`src/rtl/rtac_consts.vh`:
```
// constants for the resolver tracking auxiliary control block
`ifndef RTAC_CONSTS_VH
`define RTAC_CONSTS_VH

// register byte offsets
`define RTAC_EXC_CFG_OFS   8'h00
`define RTAC_LOOP_CFG_OFS  8'h04
`define RTAC_DIAG_CTL_OFS  8'h08
`define RTAC_ENC_CTL_OFS   8'h0C
`define RTAC_CMP_CTL_OFS   8'h10
`define RTAC_CMP0_OFS      8'h14
`define RTAC_CMP1_OFS      8'h18
`define RTAC_CMP2_OFS      8'h1C
`define RTAC_STATUS_OFS    8'h20

// reset values
`define RTAC_EXC_CFG_RST   2'h3
`define RTAC_RES_SEL_RST   3'h1
`define RTAC_ST_GAIN_RST   4'h4
`define RTAC_UP_CLAMP_RST  4'h7
`define RTAC_LO_CLAMP_RST  4'h0
`define RTAC_ENC_EN_RST    6'h00

// field positions
`define RTAC_DIAG_KICK     0
`define RTAC_DIAG_DIS      1
`define RTAC_ENC_IRQ_EN    6
`define RTAC_ENC_HYS_BYP   7
`define RTAC_ENC_LOCK      8
`define RTAC_CMP_LATCH     0

// gain codes: multiplier is two to the code
`define RTAC_GAIN_MAX      4'h7
`define RTAC_RES_12BIT     3'h1

// timing
`define RTAC_CLK_KHZ       10000
`define RTAC_FG_TIME_US    5000
`define RTAC_FG_STEP_US    500

`endif

```
`src/rtl/rtac_cmp.v`:
```
// one angle comparator with optional chatter hysteresis
module rtac_cmp (
  // clock and reset
  input  wire        mclk_i,
  input  wire        reset_n_i,
  input  wire        ce_i,
  // angles
  input  wire [15:0] angle_i,
  input  wire [15:0] target_i,
  input  wire [15:0] mask_i,
  input  wire        hyst_en_i,
  // result
  output reg         match_o
);

  wire [15:0] diff;
  wire [11:0] diff12;
  wire        eq;
  wire        near;

  assign diff   = angle_i - target_i;
  assign diff12 = diff[15:4];
  assign eq     = ((angle_i ^ target_i) & mask_i) == 16'h0000;
  // leaving the match needs a step of two 12-bit codes, so one-code jitter cannot chatter
  assign near   = (diff12 == 12'h000) || (diff12 == 12'h001) || (diff12 == 12'hFFF);

  always @(posedge mclk_i)
  begin
    if (!reset_n_i)
      match_o <= 1'b0;
    else if (ce_i)
    begin
      if (hyst_en_i)
        match_o <= eq | (match_o & near);
      else
        match_o <= eq;
    end
  end

endmodule // rtac_cmp

```
`src/rtl/rtac_top.v`:
```
// forced gain sequencer, excitation select, angle compare and encoder pulses
//
// Our own choices: the register addresses and the APB register port.
`include "rtac_consts.vh"

module rtac_top #(
  parameter FG_CYCLES   = `RTAC_FG_TIME_US * (`RTAC_CLK_KHZ / 1000),
  parameter STEP_CYCLES = `RTAC_FG_STEP_US * (`RTAC_CLK_KHZ / 1000)
) (
  // clock, reset, enable
  input  wire        mclk_i,
  input  wire        reset_n_i,
  input  wire        ce_i,
  // apb slave
  input  wire        psel_i,
  input  wire        penable_i,
  input  wire        pwrite_i,
  input  wire [7:0]  paddr_i,
  input  wire [31:0] pwdata_i,
  output reg  [31:0] prdata_o,
  output reg         pready_o,
  output reg         pslverr_o,
  // tracking loop and diagnostics events
  input  wire [15:0] angle_i,
  input  wire        angle_err_large_i,
  input  wire        err_recover_i,
  input  wire        conv_test_start_i,
  input  wire        conv_test_end_i,
  input  wire        short_test_end_i,
  input  wire        short_detect_end_i,
  // loop control
  output reg         forced_gain_phase_o,
  output reg  [3:0]  velocity_gain_o,
  output reg  [2:0]  resolution_select_o,
  // excitation
  output reg         excitation_out_en_o,
  output reg         extract_en_o,
  output reg         extract_use_recovered_o,
  // compare requests and encoder pulses
  output reg  [2:0]  cmp_req_o,
  output reg  [5:0]  enc_pulse_o
);

  localparam [19:0] FG_LOAD   = FG_CYCLES[19:0];
  localparam [19:0] STEP_LOAD = STEP_CYCLES[19:0];
  // bits of resolution for each select code
  function [4:0] res_bits;
    input [2:0] sel;
    begin
      case (sel)
        3'h0:    res_bits = 5'd10;
        3'h1:    res_bits = 5'd12;
        3'h2:    res_bits = 5'd13;
        3'h3:    res_bits = 5'd14;
        default: res_bits = 5'd16;
      endcase
    end
  endfunction

  function [15:0] res_mask;
    input [2:0] sel;
    begin
      res_mask = 16'hFFFF << (5'd16 - res_bits(sel));
    end
  endfunction

  function [3:0] max4;
    input [3:0] a;
    input [3:0] b;
    begin
      max4 = (a > b) ? a : b;
    end
  endfunction

  // registers
  reg        exc_source_reg;
  reg        sensor_type_reg;
  reg [2:0]  res_sel_reg;
  reg        fg_disable_reg;
  reg [3:0]  st_gain_reg;
  reg [3:0]  up_clamp_reg;
  reg [3:0]  lo_clamp_reg;
  reg [5:0]  enc_en_reg;
  reg        irq_en_reg;
  reg        hys_byp_reg;
  reg        lock_reg;
  reg        latch_sel_reg;
  reg [15:0] cmp_val_reg [0:2];
  reg [2:0]  flag_reg;
  reg        kick_reg;
  reg [2:0]  clr_reg;
  reg [19:0] fg_cnt_reg;
  reg [19:0] step_cnt_reg;
  reg [3:0]  gain_reg;
  reg        capped_reg;

  wire       wr_en;
  wire       rd_setup;
  wire [15:0] mask;
  wire       hyst_en;
  wire [3:0] match;
  wire [4:0] lsb;
  wire [15:0] shifted;
  reg  [31:0] rd_data;
  reg        rd_err;
  integer    i, j, k;

  assign wr_en    = psel_i & penable_i & pready_o & pwrite_i;
  assign rd_setup = psel_i & ~penable_i;
  assign mask     = res_mask(res_sel_reg);
  assign hyst_en  = ~hys_byp_reg & (res_sel_reg == `RTAC_RES_12BIT);

  // three programmed compares plus the zero-angle compare for Z
  genvar g;
  generate
    for (g = 0; g < 4; g = g + 1)
    begin : g_cmp
      rtac_cmp u_cmp (
        .mclk_i    (mclk_i),
        .reset_n_i (reset_n_i),
        .ce_i      (ce_i),
        .angle_i   (angle_i),
        .target_i  ((g == 3) ? 16'h0000 : cmp_val_reg[g % 3]),
        .mask_i    (mask),
        .hyst_en_i (hyst_en),
        .match_o   (match[g])
      );
    end
  endgenerate

  // register read mux and unmapped decode
  always @*
  begin
    rd_data = 32'h0000_0000;
    rd_err  = 1'b0;
    case (paddr_i)
      `RTAC_EXC_CFG_OFS:  rd_data[1:0] = {sensor_type_reg, exc_source_reg};
      `RTAC_LOOP_CFG_OFS: rd_data[2:0] = res_sel_reg;
      `RTAC_DIAG_CTL_OFS: rd_data[15:0] = {lo_clamp_reg, up_clamp_reg, st_gain_reg,
                                           2'b00, fg_disable_reg, 1'b0};
      `RTAC_ENC_CTL_OFS:  rd_data[8:0] = {lock_reg, hys_byp_reg, irq_en_reg, enc_en_reg};
      `RTAC_CMP_CTL_OFS:  rd_data[10:0] = {flag_reg, 7'h00, latch_sel_reg};
      `RTAC_CMP0_OFS:     rd_data[15:0] = cmp_val_reg[0];
      `RTAC_CMP1_OFS:     rd_data[15:0] = cmp_val_reg[1];
      `RTAC_CMP2_OFS:     rd_data[15:0] = cmp_val_reg[2];
      `RTAC_STATUS_OFS:   rd_data[8:0] = {~exc_source_reg & ~sensor_type_reg,
                                          gain_reg, 3'h0, forced_gain_phase_o};
      default:            rd_err = 1'b1;
    endcase
  end

  // apb handshake: one cycle after setup the answer is ready
  always @(posedge mclk_i)
  begin
    if (!reset_n_i)
    begin
      pready_o  <= 1'b0;
      pslverr_o <= 1'b0;
      prdata_o  <= 32'h0000_0000;
    end
    else if (ce_i)
    begin
      pready_o  <= rd_setup;
      pslverr_o <= rd_setup & rd_err;
      if (rd_setup & ~pwrite_i)
        prdata_o <= rd_data;
    end
  end

  // software registers
  always @(posedge mclk_i)
  begin
    if (!reset_n_i)
    begin
      {sensor_type_reg, exc_source_reg} <= `RTAC_EXC_CFG_RST;
      res_sel_reg    <= `RTAC_RES_SEL_RST;
      fg_disable_reg <= 1'b0;
      st_gain_reg    <= `RTAC_ST_GAIN_RST;
      up_clamp_reg   <= `RTAC_UP_CLAMP_RST;
      lo_clamp_reg   <= `RTAC_LO_CLAMP_RST;
      enc_en_reg     <= `RTAC_ENC_EN_RST;
      irq_en_reg     <= 1'b0;
      hys_byp_reg    <= 1'b1;
      lock_reg       <= 1'b0;
      latch_sel_reg  <= 1'b0;
      kick_reg       <= 1'b0;
      clr_reg        <= 3'h0;
      for (i = 0; i < 3; i = i + 1)
        cmp_val_reg[i] <= 16'h0000;
    end
    else if (ce_i)
    begin
      kick_reg <= 1'b0;
      clr_reg  <= 3'h0;
      if (wr_en)
      begin
        case (paddr_i)
          `RTAC_EXC_CFG_OFS:  {sensor_type_reg, exc_source_reg} <= pwdata_i[1:0];
          `RTAC_LOOP_CFG_OFS: res_sel_reg <= pwdata_i[2:0];
          `RTAC_DIAG_CTL_OFS:
          begin
            kick_reg       <= pwdata_i[`RTAC_DIAG_KICK];
            fg_disable_reg <= pwdata_i[`RTAC_DIAG_DIS];
            st_gain_reg    <= pwdata_i[7:4];
            up_clamp_reg   <= pwdata_i[11:8];
            lo_clamp_reg   <= pwdata_i[15:12];
          end
          `RTAC_ENC_CTL_OFS:
          begin
            enc_en_reg  <= pwdata_i[5:0];
            irq_en_reg  <= pwdata_i[`RTAC_ENC_IRQ_EN];
            hys_byp_reg <= pwdata_i[`RTAC_ENC_HYS_BYP];
            lock_reg    <= pwdata_i[`RTAC_ENC_LOCK];
          end
          `RTAC_CMP_CTL_OFS:
          begin
            latch_sel_reg <= pwdata_i[`RTAC_CMP_LATCH];
            clr_reg       <= pwdata_i[6:4];
          end
          `RTAC_CMP0_OFS:     cmp_val_reg[0] <= pwdata_i[15:0];
          `RTAC_CMP1_OFS:     cmp_val_reg[1] <= pwdata_i[15:0];
          `RTAC_CMP2_OFS:     cmp_val_reg[2] <= pwdata_i[15:0];
          default:            ;
        endcase
      end
    end
  end

  // forced gain start decode
  wire       start_max;
  wire       start_short;
  wire       fg_start;
  wire [3:0] start_gain;
  wire [3:0] gain_ceil;

  assign start_max   = ~fg_disable_reg & (kick_reg | err_recover_i | conv_test_start_i
                                          | conv_test_end_i);
  assign start_short = ~fg_disable_reg & (short_test_end_i | short_detect_end_i);
  assign fg_start    = start_max | start_short;
  // a max start wins when both arrive together
  assign start_gain  = max4(start_max ? `RTAC_GAIN_MAX : st_gain_reg, lo_clamp_reg);
  assign gain_ceil   = capped_reg ? up_clamp_reg : `RTAC_GAIN_MAX;

  // forced gain sequencer
  always @(posedge mclk_i)
  begin
    if (!reset_n_i)
    begin
      // reset release always starts the phase, even when disabled
      forced_gain_phase_o <= 1'b1;
      fg_cnt_reg          <= FG_LOAD;
      step_cnt_reg        <= STEP_LOAD;
      gain_reg            <= `RTAC_GAIN_MAX;
      capped_reg          <= 1'b0;
    end
    else if (ce_i)
    begin
      if (fg_start)
      begin
        // restart the full interval from this cycle
        forced_gain_phase_o <= 1'b1;
        fg_cnt_reg          <= FG_LOAD;
        step_cnt_reg        <= STEP_LOAD;
        gain_reg            <= start_gain;
        capped_reg          <= 1'b0;
      end
      else if (forced_gain_phase_o)
      begin
        if (fg_cnt_reg == 20'd1)
          forced_gain_phase_o <= 1'b0;
        fg_cnt_reg <= fg_cnt_reg - 20'd1;
        if (gain_reg < up_clamp_reg)
          capped_reg <= 1'b1;
        if (step_cnt_reg == 20'd1)
        begin
          step_cnt_reg <= STEP_LOAD;
          if (gain_reg > lo_clamp_reg)
            gain_reg <= gain_reg - 4'h1;
        end
        else
        begin
          step_cnt_reg <= step_cnt_reg - 20'd1;
          if (gain_reg > gain_ceil)
            gain_reg <= gain_ceil;
        end
      end
    end
  end

  // compare flags: a new match wins over a clear in the same cycle
  always @(posedge mclk_i)
  begin
    if (!reset_n_i)
      flag_reg <= 3'h0;
    else if (ce_i)
    begin
      for (j = 0; j < 3; j = j + 1)
      begin
        if (latch_sel_reg & match[j])
          flag_reg[j] <= 1'b1;
        else if (clr_reg[j] & ~match[j])
          flag_reg[j] <= 1'b0;
      end
    end
  end

  // encoder phases from the converted angle
  wire [5:0] enc_raw;

  assign lsb     = 5'd16 - res_bits(res_sel_reg);
  assign shifted = angle_i >> lsb;
  // z takes the hysteresis path only when it is on; otherwise plain equality
  assign enc_raw[0] = shifted[1];
  assign enc_raw[1] = shifted[1] ^ shifted[0];
  assign enc_raw[2] = hyst_en ? match[3] : ((angle_i & mask) == 16'h0000);
  assign enc_raw[3] = angle_i < 16'h8000;
  assign enc_raw[4] = (angle_i >= 16'h5555) && (angle_i < 16'hD555);
  assign enc_raw[5] = (angle_i >= 16'hAAAA) || (angle_i < 16'h2AAB);

  // outputs, all registered
  always @(posedge mclk_i)
  begin
    if (!reset_n_i)
    begin
      velocity_gain_o         <= `RTAC_GAIN_MAX;
      resolution_select_o     <= `RTAC_RES_SEL_RST;
      excitation_out_en_o     <= 1'b0;
      extract_en_o            <= 1'b0;
      extract_use_recovered_o <= 1'b0;
      cmp_req_o               <= 3'h0;
      enc_pulse_o             <= 6'h00;
    end
    else if (ce_i)
    begin
      velocity_gain_o     <= gain_reg;
      resolution_select_o <= res_sel_reg;
      // only internal excitation drives the excitation pins
      excitation_out_en_o <= exc_source_reg & sensor_type_reg;
      extract_en_o        <= sensor_type_reg;
      extract_use_recovered_o <= sensor_type_reg & ~angle_err_large_i;
      for (k = 0; k < 3; k = k + 1)
        cmp_req_o[k] <= irq_en_reg & ~lock_reg
                        & (latch_sel_reg ? (flag_reg[k] | match[k]) : match[k]);
      enc_pulse_o <= lock_reg ? 6'h00 : (enc_raw & enc_en_reg);
    end
  end

endmodule // rtac_top

```
`config.mk`:
```
export PLATFORM = sky130hd
export DESIGN_NAME = rtac_top
export DESIGN_NICKNAME = d
export VERILOG_FILES = /design/src/rtl/rtac_cmp.v /design/src/rtl/rtac_top.v
export VERILOG_INCLUDE_DIRS = /design/src /design/src/rtl
export SDC_FILE = /design/constraint.sdc
export NUM_CORES = 1
export LEC_CHECK = 0
export ABC_AREA = 1
export BUFFER_PORTS_ARGS = -buffer_cell sky130_fd_sc_hd__buf_2
export CAP_MARGIN = 20
export CORE_MARGIN = 4
export CORE_UTILIZATION = 34
export CTS_BUF_LIST = sky130_fd_sc_hd__clkbuf_4 sky130_fd_sc_hd__clkbuf_8 sky130_fd_sc_hd__clkbuf_16
export DETAILED_ROUTE_END_ITERATION = 7
export PLACE_DENSITY = 0.61
export SYNTH_ARGS = -nofsm -noshare
export SYNTH_HDL_FRONTEND = slang
export SYNTH_SLANG_ARGS = --single-unit
```
`constraint.sdc`:
```
create_clock -name mclk_i -period 8.7 [get_ports mclk_i]
set_input_delay 1.74 -clock mclk_i [delete_from_list [all_inputs] [get_ports mclk_i]]
set_output_delay 1.74 -clock mclk_i [all_outputs]
set_load 0.005 [all_outputs]
```
# Word level (Yosys, flattened, before mapping)
# Memory sizes are Yosys's and may differ from the RTL's.
# Index checks and enable logic that the tools add are counted.
# word_totals
register_bits	122
mem_bits_rw	48
in_bits	68
output_inout_bits	54
elab_cells	241
mem_count	1
# memory_table
name	words	width	rd	rd_ports_with_merged_regs	write_ports	line	text
cmp_val_reg	3	16	3	0	3	rtac_top.v:88	reg [15:0] cmp_val_reg [0:2];
# classes
n_addsub	7
magnitude_cmp	9
eq_ne	22
shifts	2
mux	64
n_bitwise	61
reduce_logical	39
# op_table
operator	count
20-bit two-way mux	5
16-bit bitwise AND	4
16-bit logical NOT	4
12-bit by 1-bit equality test with 1-bit output, second input constant	4
12-bit equality test, second input constant	4
12-bit logical NOT	4
16-bit two-way mux	3
16-bit subtractor	3
16-bit XOR	3
6-bit one-hot mux with 7 select lines	1
20-bit by 1-bit equality test with 1-bit output, second input constant	2
5-bit one-hot mux with 4 select lines	2
20-bit by 1-bit subtractor with 20-bit output, second input constant	2
1-bit two-way mux	39
8-bit by 5-bit equality test with 1-bit output, second input constant	4
16-bit less-than comparator, second input constant	2
4-bit two-way mux	8
1-bit bitwise AND	26
2-bit one-hot mux with 9 select lines	1
3-bit AND reduction	6
8-bit by 4-bit equality test with 1-bit output, second input constant	2
16-bit by 15-bit greater-or-equal comparator with 1-bit output, second input constant	1
16-bit greater-or-equal comparator, second input constant	1
16-bit by 14-bit less-than comparator with 1-bit output, second input constant	1
28 further kinds	72

# Logic depth before layout (Yosys ltp)
# Gate-level depths: netlist (run 1).
# depth
depth_word	9
ltp_mapped	21
mapped_depth_nobuf	21

# Modules after synthesis
# A second synthesis (run 1) with hierarchy kept.
# unflattened
cells_unflattened	2240
hier_area_um2	13685.6
# modules_own_cells
module	instances	cells_per_inst	area_each_um2
rtac_top	1	1190	8657.1
rtac_cmp (g_cmp[0].u_cmp ...)	3	264	1257.5
rtac_cmp (g_cmp[1].u_cmp)	1	258	1256.2

# Worst setup path before layout (run 1)
# OpenSTA, ideal clock, no wires.
# synth_path
path_type	input port to flip-flop
start	in paddr_i[1]
end	mem cmp_val_reg[0][0] (enable)
setup_time_ns	0.411
arrival_ns	3.786
required_ns	8.289
slack_ns	4.503
stages	5
n_path_buf	1
cell_sequence	or2_1 nor3_1 nand2_1 buf_2 o21ai_0
# synth_rtl
item	line	text
start, declared	rtac_top.v:18	input wire [7:0] paddr_i,
end, declared	rtac_top.v:88	

==> run summary, run 1 <==
Simple-Gate Fraction of Synth Area: 30.7%
Clock tree sinks: 170
Synthesized-area fraction occupied by adder cells: 7.20%
Layout cells sized above 1: 9.25%
DR iter-0 viols: 1066
Vias/cell: 5.07
Post-synth top flop: dfxtp_1
Yosys reg bits: 170
Total Wirelength: 38400 µm
CTS tree: done
Initial Util: 34.3%
Setup Buffers After CTS: 0
Setup tns final: 0 ns
Largest net degree at the start of global routing: 46
EDFF count, synth: 48
Die Y: 194 µm
CP Capture Type: register
Total grt overflow: 0
M1 wire length: 17000 µm
Clock Latency Late Sink: 0.44 ns
Total number of vias: 11837
Core area: 0.0345 mm²
Max layer used: met5
Fmax: 259 MHz
Hold Crit Class: register to register
Final nets: 2004
XOR/XNOR Fraction of Synth Area: 1.19%
Crit-path cells: buf_2 > or2_1 > nor3_1 > nand2_1 > nand3_1 > nand3_2 > nor2_1
CP peak stage delay: 0.53 ns
Area Growth Syn to Fin: 12.8%
Root Buffer: clkbuf_16
RSZ-0062 raised after global routing: no
WL met2: 17700 µm
Power Dens Cells: 148 mW/mm²
Total of max-cap violations: 0
Kind of critical path: primary input to register
Crit path DAT: 4.09 ns
Max Slew Vio Count: 0
Slew of the pin with the lowest slew margin: 0.866 ns
Drt first pass iters: 5
VDD IR-drop max: 0.118 mV
Worst EP required: 8.93 ns
Minimum clock period: 3.86 ns
Initial antenna violation count: 2
Max-Slew Margin vs Limit: 42.3%
Static leakage: 6.43 nW
I/O Pins: 122
Antenna Nets Post-Route: 0
Clock Tree Buf Depth: 2
Clock-pin slew on the worst setup and hold paths: 0.07 ns
Fillers: 3601
Detail Placement HPWL: 30500 µm
Port-buffer cells: 89
DR WL/cell: 16.4 µm
Vias in the first global route: 11072
Ys async rst share: 0%
Startpoint types: primary input
H-tree Lvls: 4
Final Skew: 0.0164 ns
Final Hold Violating Endpoints: 0
# setup viols final: 0
First-pass GRT wire length: 59700 µm
Total track usage: 19.7%
RD Place Congestion: 0.918
Critical Path Fanout Max: 16
CTS Buf Count: 17
Compound-gate portion of the synthesized area: 16.1%
Cell variety after synth: 58
Sequential fraction of the synthesis area: 32.9%
# DRC: 0
Post-cts repair resize count: 0
Crit-path slowest cell: nand2_1
Max reg flops: 48
Die Wd: 194 µm
Mux share of post-synthesis cell area: 0%
Syn Std Cell Area: 0.0118 mm²
Avg Cell Area, Syn: 6.63 µm²
Syn Inst Count: 1782
Final WS setup: 4.84 ns
Status: finished, final reports clean
Ys Warns: 0
Post-CTS Hold Fix Bufs: 0
Final Hold Slack: 0.463 ns
Routed wl met3: 2400 µm
Place WS: 4.48 ns
Final period util: 44.4%
Main combinational cell family by area after synthesis: simple AND/OR/NAND/NOR gates
Area of the die: 0.0378 mm²
# rows: 68
[layout by cell type, fill, tap and decap left out, types with 7 or more instances in the layout]
cell type and n:
nand2_1 465, inv_1 301, nor2_1 163, a21oi_1 138
dfxtp_1 122, nand3_1 104, o21ai_0 89, buf_2 89
ha_1 68, edfxtp_1 48, nand4_1 30, o22ai_1 22
nor4_1 19, clkbuf_16 19, nor3_1 18, o211ai_1 18
conb_1 16, xor2_1 12, nand2_2 9, inv_2 8
o21ai_1 7, a221oi_1 7, o31ai_1 7, buf_4 7
[layout make-up]
cell class	count	area, µm²	share of cell area [%]
repair buffers	97	513	3.85
diodes	1	2.50	0.0188
clock buffers	19	475	3.57
well taps	455	569	4.27
clock inverters	13	149	1.12
multi-input cells	1273	6580	49.3
inverters	309	1160	8.70
flip-flops and latches	170	3880	29.1
[per-layer routing]
metal	up-vias	global-route usage, %
met5	-	0
met4	2	7.27
met3	64	3.31
met2	365	32.6
met1	5417	25.9
li1	5989	-
[worst max-delay path, delay by kind of cell]
| family | cells | cell delay, ns |
|---|---|---|
| AND/OR/NAND/NOR | 6 | 2.26 |
| buffers and inverters | 1 | 0.09 |
[power by group]
part / internal (mW) / switching (mW) / total (mW)
sequential: 0.827 / 0.00936 / 0.837
clock: 0.463 / 0.343 / 0.806
combinational: 0.107 / 0.230 / 0.336
[through the flow]
step	cell area [µm²]	util, %	power, mW	cells
after floorplan	11900	-	1.09	1797
after global placement	12700	36.8	1.18	2303
after detailed placement	12700	36.8	1.19	2303
after CTS	13300	38.6	1.98	2335
after global routing	13300	38.7	2.07	2336
final	13300	38.7	1.98	2337
[final timing paths]
check	start	endpoint	slack [ns]	depth (start not counted)
hold reg to reg	fg_cnt_reg[13]$_SDFFE_PN0P_	fg_cnt_reg[13]$_SDFFE_PN0P_	0.46	1
hold / removal	fg_cnt_reg[13]$_SDFFE_PN0P_	fg_cnt_reg[13]$_SDFFE_PN0P_	0.46	1
setup / recovery	paddr_i[1]	cmp_val_reg[0][16]$_DFFE_PP_	4.84	7
setup reg to reg	res_sel_reg[2]$_SDFFE_PN0P_	enc_pulse_o[1]$_SDFFE_PN0P_	5.90	12
[cell usage after synthesis, types with 18 or more instances]
cell,n,share of area [%]
nand3_1,104,4.4
o22ai_1,22,1.2
a21oi_1,138,5.8
dfxtp_1,122,21
ha_1,68,7.2
edfxtp_1,48,12
nor4_1,19,1.0
o211ai_1,18,1.1
inv_1,301,9.6
o21ai_0,92,3.9
nor2_1,163,5.2
nand4_1,30,1.6
nand2_1,465,15
nor3_1,18,0.76
[kinds of logic after synthesis]
| group | count (synthesis) |
|---|---|
| AO/OA/AOI/OAI | 331 |
| other | 1 |
| buffers and inverters | 354 |
| adder cells (fa/ha/maj) | 68 |
| flip-flops | 170 |
| AND/OR/NAND/NOR | 842 |
| XOR/XNOR | 16 |
No activity file was read; power rests on OpenSTA's default activity.
==> run 2: changes to the inputs <==
--- a/config.mk
+++ b/config.mk
@@ -6,7 +6,7 @@
 export SDC_FILE = /design/constraint.sdc
 export NUM_CORES = 1
 export LEC_CHECK = 0
-export ABC_AREA = 1
+export ABC_AREA = 0
 export BUFFER_PORTS_ARGS = -buffer_cell sky130_fd_sc_hd__buf_2
 export CAP_MARGIN = 20
 export CORE_MARGIN = 4
==> constraint.sdc (replaced) <==
create_clock -name mclk_i -period 3.75 [get_ports mclk_i]
set_input_delay 0.75 -clock mclk_i [delete_from_list [all_inputs] [get_ports mclk_i]]
set_output_delay 0.75 -clock mclk_i [all_outputs]
set_load 0.005 [all_outputs]
==> run 2 against run 1 <==
  * Routed wire length down 13%
  * Largest cell class unchanged
  * Worst hold slack better by 0.0022 ns
  * Sequential power up 130%
  * First-iteration DRC count down 4.0%
  * Critical path type unchanged
  * Via count down 20%
  * Worst setup slack worse by 4.3 ns
  * Largest power group unchanged
  * Synthesized cell count down 33%
  * Critical path depth up 7
  * Sequential cell count unchanged
  * Critical endpoint is now gain_reg[2]$_SDFFE_PN1P_
==> run summary, run 2 <==
Commonest non-fill, non-tap cell in the layout: nand2_1
Final Cell Area: 0.0122 mm²
Die Wd: 185 µm
Root Buffer: clkbuf_16
Setup tns final: 0 ns
Setup Buffers After CTS: 0
I/O Pins: 122
Drt first pass iters: 6
Fmax: 311 MHz
Max reg flops: 48
Dpl cell area: 0.0116 mm²
Slew of the pin with the lowest slew margin: 0.763 ns
Final Skew: 0.0284 ns
Clock Tree Buf Depth: 2
Static leakage: 4.73 nW
First-pass GRT wire length: 50900 µm
Most frequent cells in the layout: nand2_1, dfxtp_1, buf_2, inv_1, nor2_1
Count leader, synth: nand2_1
Area of the die: 0.0341 mm²
Startpoint types: primary input
Synth area leader: dfxtp_1
Area Growth Syn to Fin: 15.0%
# rows: 64
Total of max-cap violations: 0
Reg area: 0.00388 mm²
Minimum clock period: 3.22 ns
# DRC: 0
Final nets: 1438
Clock tree sinks: 170
Detail Placement HPWL: 25800 µm
DR WL/cell: 19.6 µm
Initial antenna violation count: 1
Largest net degree at the start of global routing: 39
Post-synth top flop: dfxtp_1
Clock-pin slew on the worst setup and hold paths: 0.08 ns
Total track usage: 19.2%
Synth area leaders: dfxtp_1, edfxtp_1, ha_1
CTS Buf Count: 17
Cell variety after synth: 78
Yosys top cell area share: 23.0%
Vias in the first global route: 8784
Max Slew Vio Count: 0
Post-cts repair resize count: 0
Sequential fraction of the synthesis area: 36.6%
Core area: 0.0307 mm²
CP Capture Type: register
Avg Cell Area, Syn: 8.82 µm²
Tot Pwr: 4.34 mW
Power Dens Cells: 356 mW/mm²
Worst R2R Path Depth: 10
Ys async rst share: 0%
Kind of critical path: primary input to register
Core Util, Final: 39.8%
Worst EP required: 4.07 ns
Port-buffer cells: 89
CTS tree: done
Max-Slew Margin vs Limit: 49.1%
CP peak stage delay: 0.38 ns
Layout cells sized above 1: 14.1%
RD Place Congestion: 0.909
EDFF count, synth: 48
RSZ-0062 raised after global routing: no
Clock Latency Late Sink: 0.45 ns
Multi-input gate area: 0.00623 mm²
VDD IR-drop max: 0.233 mV
Fillers: 3078
Final period util: 85.9%
WHS Path Cells: 2
Total grt overflow: 0
Crit-path cells: buf_2 > nor4_1 > nor2_1 > or2_2 > ha_1 > nor2b_1 > o21ai_0 > nand2b_1 > a21oi_1 > a41o_1 > mux2_2 > mux2_2 > mux2i_1 > nand2_1
# setup viols final: 0
Syn Inst Count: 1202
Status: finished, final reports clean
Hold Crit Class: register to register
Die Y: 185 µm
Final Hold Violating Endpoints: 0
DR iter-0 viols: 1023
Post-CTS Hold Fix Bufs: 0
Yosys reg bits: 170
Critical Path Fanout Max: 5
Cell mode on critical path: mux2_2
Antenna Nets Post-Route: 0
Total number of vias: 9426
Final Hold Slack: 0.465 ns
Crit-path slowest cell: nor4_1
Crit path DAT: 3.54 ns
Initial Util: 34.6%
Synth cell count leaders: nand2_1, dfxtp_1, inv_1, nor2_1, ha_1
H-tree Lvls: 4
Ys Warns: 0
Vias/cell: 5.51
Syn Std Cell Area: 0.0106 mm²
Total Wirelength: 33500 µm
==> run 2: cell count changes after synthesis, moves of 44 or more <==
cell,previous run,this run
a21oi_1,138,55
nand3_1,104,40
inv_1,301,70
nor2_1,163,69
nand2_1,465,123
mux2i_1,0,44
==> run 2: routing by layer <==
layer | GRT usage (%) | wire (µm) | share of wire, % | up-vias
met3 | 4.05 | 2700 | 8.1 | 51
li1 | - | - | - | 4547
met1 | 26.9 | 15100 | 45 | 4452
met4 | 6.19 | 1010 | 3.0 | 0
met2 | 29.7 | 14700 | 44 | 376
met5 | 0 | 0 | 0 | -
==> run 2: stage by stage <==
stage / instances / setup slack [ns]
global placement: 1679 / 0.119
finish: 1712 / 0.530
global route: 1711 / 0.264
CTS: 1711 / 0.503
floorplan: 1217 / 0.399
detailed placement: 1679 / 0.0541
==> run 2: final timing paths <==
path                                  startpoint                                   to  slack, ns
min reg2reg  g_cmp[3].u_cmp.match_o$_SDFFE_PN0P_  g_cmp[3].u_cmp.match_o$_SDFFE_PN0P_       0.47
max                                err_recover_i             gain_reg[2]$_SDFFE_PN1P_       0.53
min          g_cmp[3].u_cmp.match_o$_SDFFE_PN0P_  g_cmp[3].u_cmp.match_o$_SDFFE_PN0P_       0.47
max reg2reg         cmp_val_reg[0][40]$_DFFE_PP_  g_cmp[2].u_cmp.match_o$_SDFFE_PN0P_       0.53
==> run 2: worst max-delay path, delay by kind of cell <==
family | cells | cell delay [ns]
buffers and inverters | 1 | 0.09
and+or+nand+nor | 6 | 1.15
muxes | 3 | 0.75
adders and majority gates | 1 | 0.30
AOI/OAI and AO/OA | 3 | 0.49
==> run 2: final cells by class <==
type,instances,share of cell area (%)
Tap cell,396,4.06
Clock buffer,18,3.55
Inverter,71,2.19
Antenna cell,1,0.0205
Sequential cell,170,31.9
Clock inverter,14,1.24
Timing Repair Buffer,127,5.99
Multi-Input combinational cell,915,51.1
==> run 2: power by group <==
group          internal [mW]  total (mW)  switching, mW
combinational          0.249       0.632          0.383
sequential              1.92        1.95         0.0284
clock                  0.899        1.76          0.863
==> run 2: cells by family (layout without fill, tap and decap cells) <==
logic type                 count (synthesis)  after routing  share of synthesized area [%]
and+or+nand+nor                          444            444                           21.8
AOI/OAI and AO/OA                        264            264                           16.9
DFF                                      170            170                           36.6
buffers and inverters                    132            230                           5.27
adders and majority gates                 68             68                           8.02
xor gates and xnor gates                  68             68                           5.62
muxes                                     55             55                           5.78
other                                      1             17                         0.0354
==> run 3: changes to the inputs <==
--- a/config.mk
+++ b/config.mk
@@ -9,11 +9,13 @@
 export ABC_AREA = 0
 export BUFFER_PORTS_ARGS = -buffer_cell sky130_fd_sc_hd__buf_2
 export CAP_MARGIN = 20
+export CELL_PAD_IN_SITES_DETAIL_PLACEMENT = 0
+export CELL_PAD_IN_SITES_GLOBAL_PLACEMENT = 2
 export CORE_MARGIN = 4
 export CORE_UTILIZATION = 34
 export CTS_BUF_LIST = sky130_fd_sc_hd__clkbuf_4 sky130_fd_sc_hd__clkbuf_8 sky130_fd_sc_hd__clkbuf_16
 export DETAILED_ROUTE_END_ITERATION = 7
-export PLACE_DENSITY = 0.61
+export PLACE_DENSITY = 0.86
 export SYNTH_ARGS = -nofsm -noshare
 export SYNTH_HDL_FRONTEND = slang
 export SYNTH_SLANG_ARGS = --single-unit
==> constraint.sdc (replaced) <==
create_clock -name mclk_i -period 3.75 [get_ports mclk_i]
set_input_delay 0.9375 -clock mclk_i [delete_from_list [all_inputs] [get_ports mclk_i]]
set_output_delay 0.9375 -clock mclk_i [all_outputs]
set_load 0.005 [all_outputs]
==> run 3 against run 2 <==
  * Die area unchanged
  * Register-to-register slack worse by 0.06 ns
  * Sequential power about the same
  * Core utilization up 0.62 points
  * Cell area up 1.6%
  * Clock skew down 0.015 ns
  * Sequential share of layout area down 0.49 points
  * First-iteration DRC count down 38%
  * Largest cell class unchanged
==> run summary, run 3 (synthesized netlist as in run 2, its figures left out) <==
H-tree Lvls: 4
VDD IR-drop max: 0.314 mV
Area Growth Syn to Fin: 16.8%
Largest net degree at the start of global routing: 46
Max Slew Vio Count: 0
Final Hold Slack: 0.469 ns
Post-cts repair resize count: 0
Power Dens Cells: 347 mW/mm²
Initial antenna violation count: 4
Total number of vias: 9338
Clock Tree Buf Depth: 2
Cell mode on critical path: mux2_2
Total track usage: 19.4%
Crit path DAT: 3.84 ns
Flop2flop setup slack: 0.47 ns
Initial Util: 34.6%
Final nets: 1466
# DRC: 0
First-pass GRT wire length: 51600 µm
Static leakage: 4.87 nW
Minimum clock period: 3.51 ns
Place WS: -0.152 ns
Hold Crit Class: register to register
CTS Buf Count: 17
Commonest non-fill, non-tap cell in the layout: nand2_1
Setup Buffers After CTS: 0
Crit-path cells: buf_2 > nor4_1 > nor2_1 > or2_2 > ha_1 > nor2b_1 > o21ai_0 > nand2b_1 > a21oi_1 > a41o_1 > mux2_2 > mux2_2 > mux2i_1 > nand2_1
Startpoint types: primary input
Final Hold Violating Endpoints: 0
Status: finished, final reports clean
I/O Pins: 122
Max-Slew Margin vs Limit: 58.2%
# setup viols final: 0
Clock-pin slew on the worst setup and hold paths: 0.07 ns
DR iter-0 viols: 636
CP peak stage delay: 0.56 ns
Final WS setup: 0.236 ns
RD Place Congestion: 0.919
Crit-path slowest cell: nor4_1
Setup tns final: 0 ns
Slew of the pin with the lowest slew margin: 0.621 ns
Drt first pass iters: 5
Max reg flops: 48
Port-buffer cells: 89
Die Y: 185 µm
Detail Placement HPWL: 26200 µm
Post-CTS Hold Fix Bufs: 0
DR WL/cell: 19.1 µm
Area of the die: 0.0341 mm²
Die Wd: 185 µm
Final period util: 93.7%
CTS tree: done
Most frequent cells in the layout: nand2_1, dfxtp_1, buf_2, inv_1, nor2_1
Antenna Nets Post-Route: 0
Total of max-cap violations: 0
Critical Path Fanout Max: 4
Root Buffer: clkbuf_16
CP Capture Type: register
Layout cells sized above 1: 15.9%
Vias/cell: 5.37
Worst EP required: 4.07 ns
Fmax: 285 MHz
# diodes: 0
Kind of critical path: primary input to register
Clock tree sinks: 170
Total grt overflow: 0
Clock Latency Late Sink: 0.44 ns
# rows: 64
Final Skew: 0.0134 ns
Vias in the first global route: 9059
Core area: 0.0307 mm²
RSZ-0062 raised after global routing: no
Total Wirelength: 33300 µm
Tot Pwr: 4.30 mW
==> run 3: cell types whose count changed in the layout (fill, tap and decap cells not counted), sizes merged <==
| cell | delta |
|---|---|
| buf | +28 |
| inv | -4 |
| diode | -1 |
| clkbuf | +3 |
| clkinv | +2 |
| clkinvlp | -1 |
==> run 3: area by class of cell <==
class	count	area, µm²
clock buffer	21	485
clock inverter	11	80.1
fill	3109	18300
inverter	71	267
multi-input combinational	915	6230
sequential	170	3880
tap	396	495
timing repair buffer	155	941
==> run 3: final timing paths <==
kind / cells after the start / end / from
max reg2reg: 13 / gain_reg[2]$_SDFFE_PN1P_ / kick_reg$_SDFFE_PN0P_
min: 2 / velocity_gain_o[0]$_SDFFE_PN1P_ / velocity_gain_o[0]$_SDFFE_PN1P_
max: 14 / gain_reg[2]$_SDFFE_PN1P_ / err_recover_i
min reg2reg: 2 / velocity_gain_o[0]$_SDFFE_PN1P_ / velocity_gain_o[0]$_SDFFE_PN1P_
==> run 3: worst max-delay path, delay by kind of cell <==
family          cells  cell delay (ns)
simple gates        6             1.25
fa+ha+maj           1             0.30
compound gates      3             0.50
buf+inv             1             0.10
mux                 3             0.75
==> run 3: layer usage <==
layer  up-vias  routed length [µm]  global-route usage [%]
li1       4597                   -                       -
met3        44                1570                    3.18
met4         8                 572                    4.99
met2       267               15900                    32.8
met1      4422               15200                    26.1
met5         -                  54                       0
==> run 3: per-stage QoR <==
step	instance area (µm²)	std cells	utilization, %
final	12400	1739	40.4
after global routing	12400	1739	40.4
after CTS	12400	1739	40.4
after detailed placement	11800	1707	38.5
after global placement	11800	1707	38.5
after floorplan	10700	1217	-
==> run 3: power by group <==
part / internal, mW / total, mW / switching, mW
combinational: 0.267 / 0.645 / 0.378
sequential: 1.92 / 1.95 / 0.0281
clock: 0.937 / 1.71 / 0.769
total: 3.12 / 4.30 / 1.18
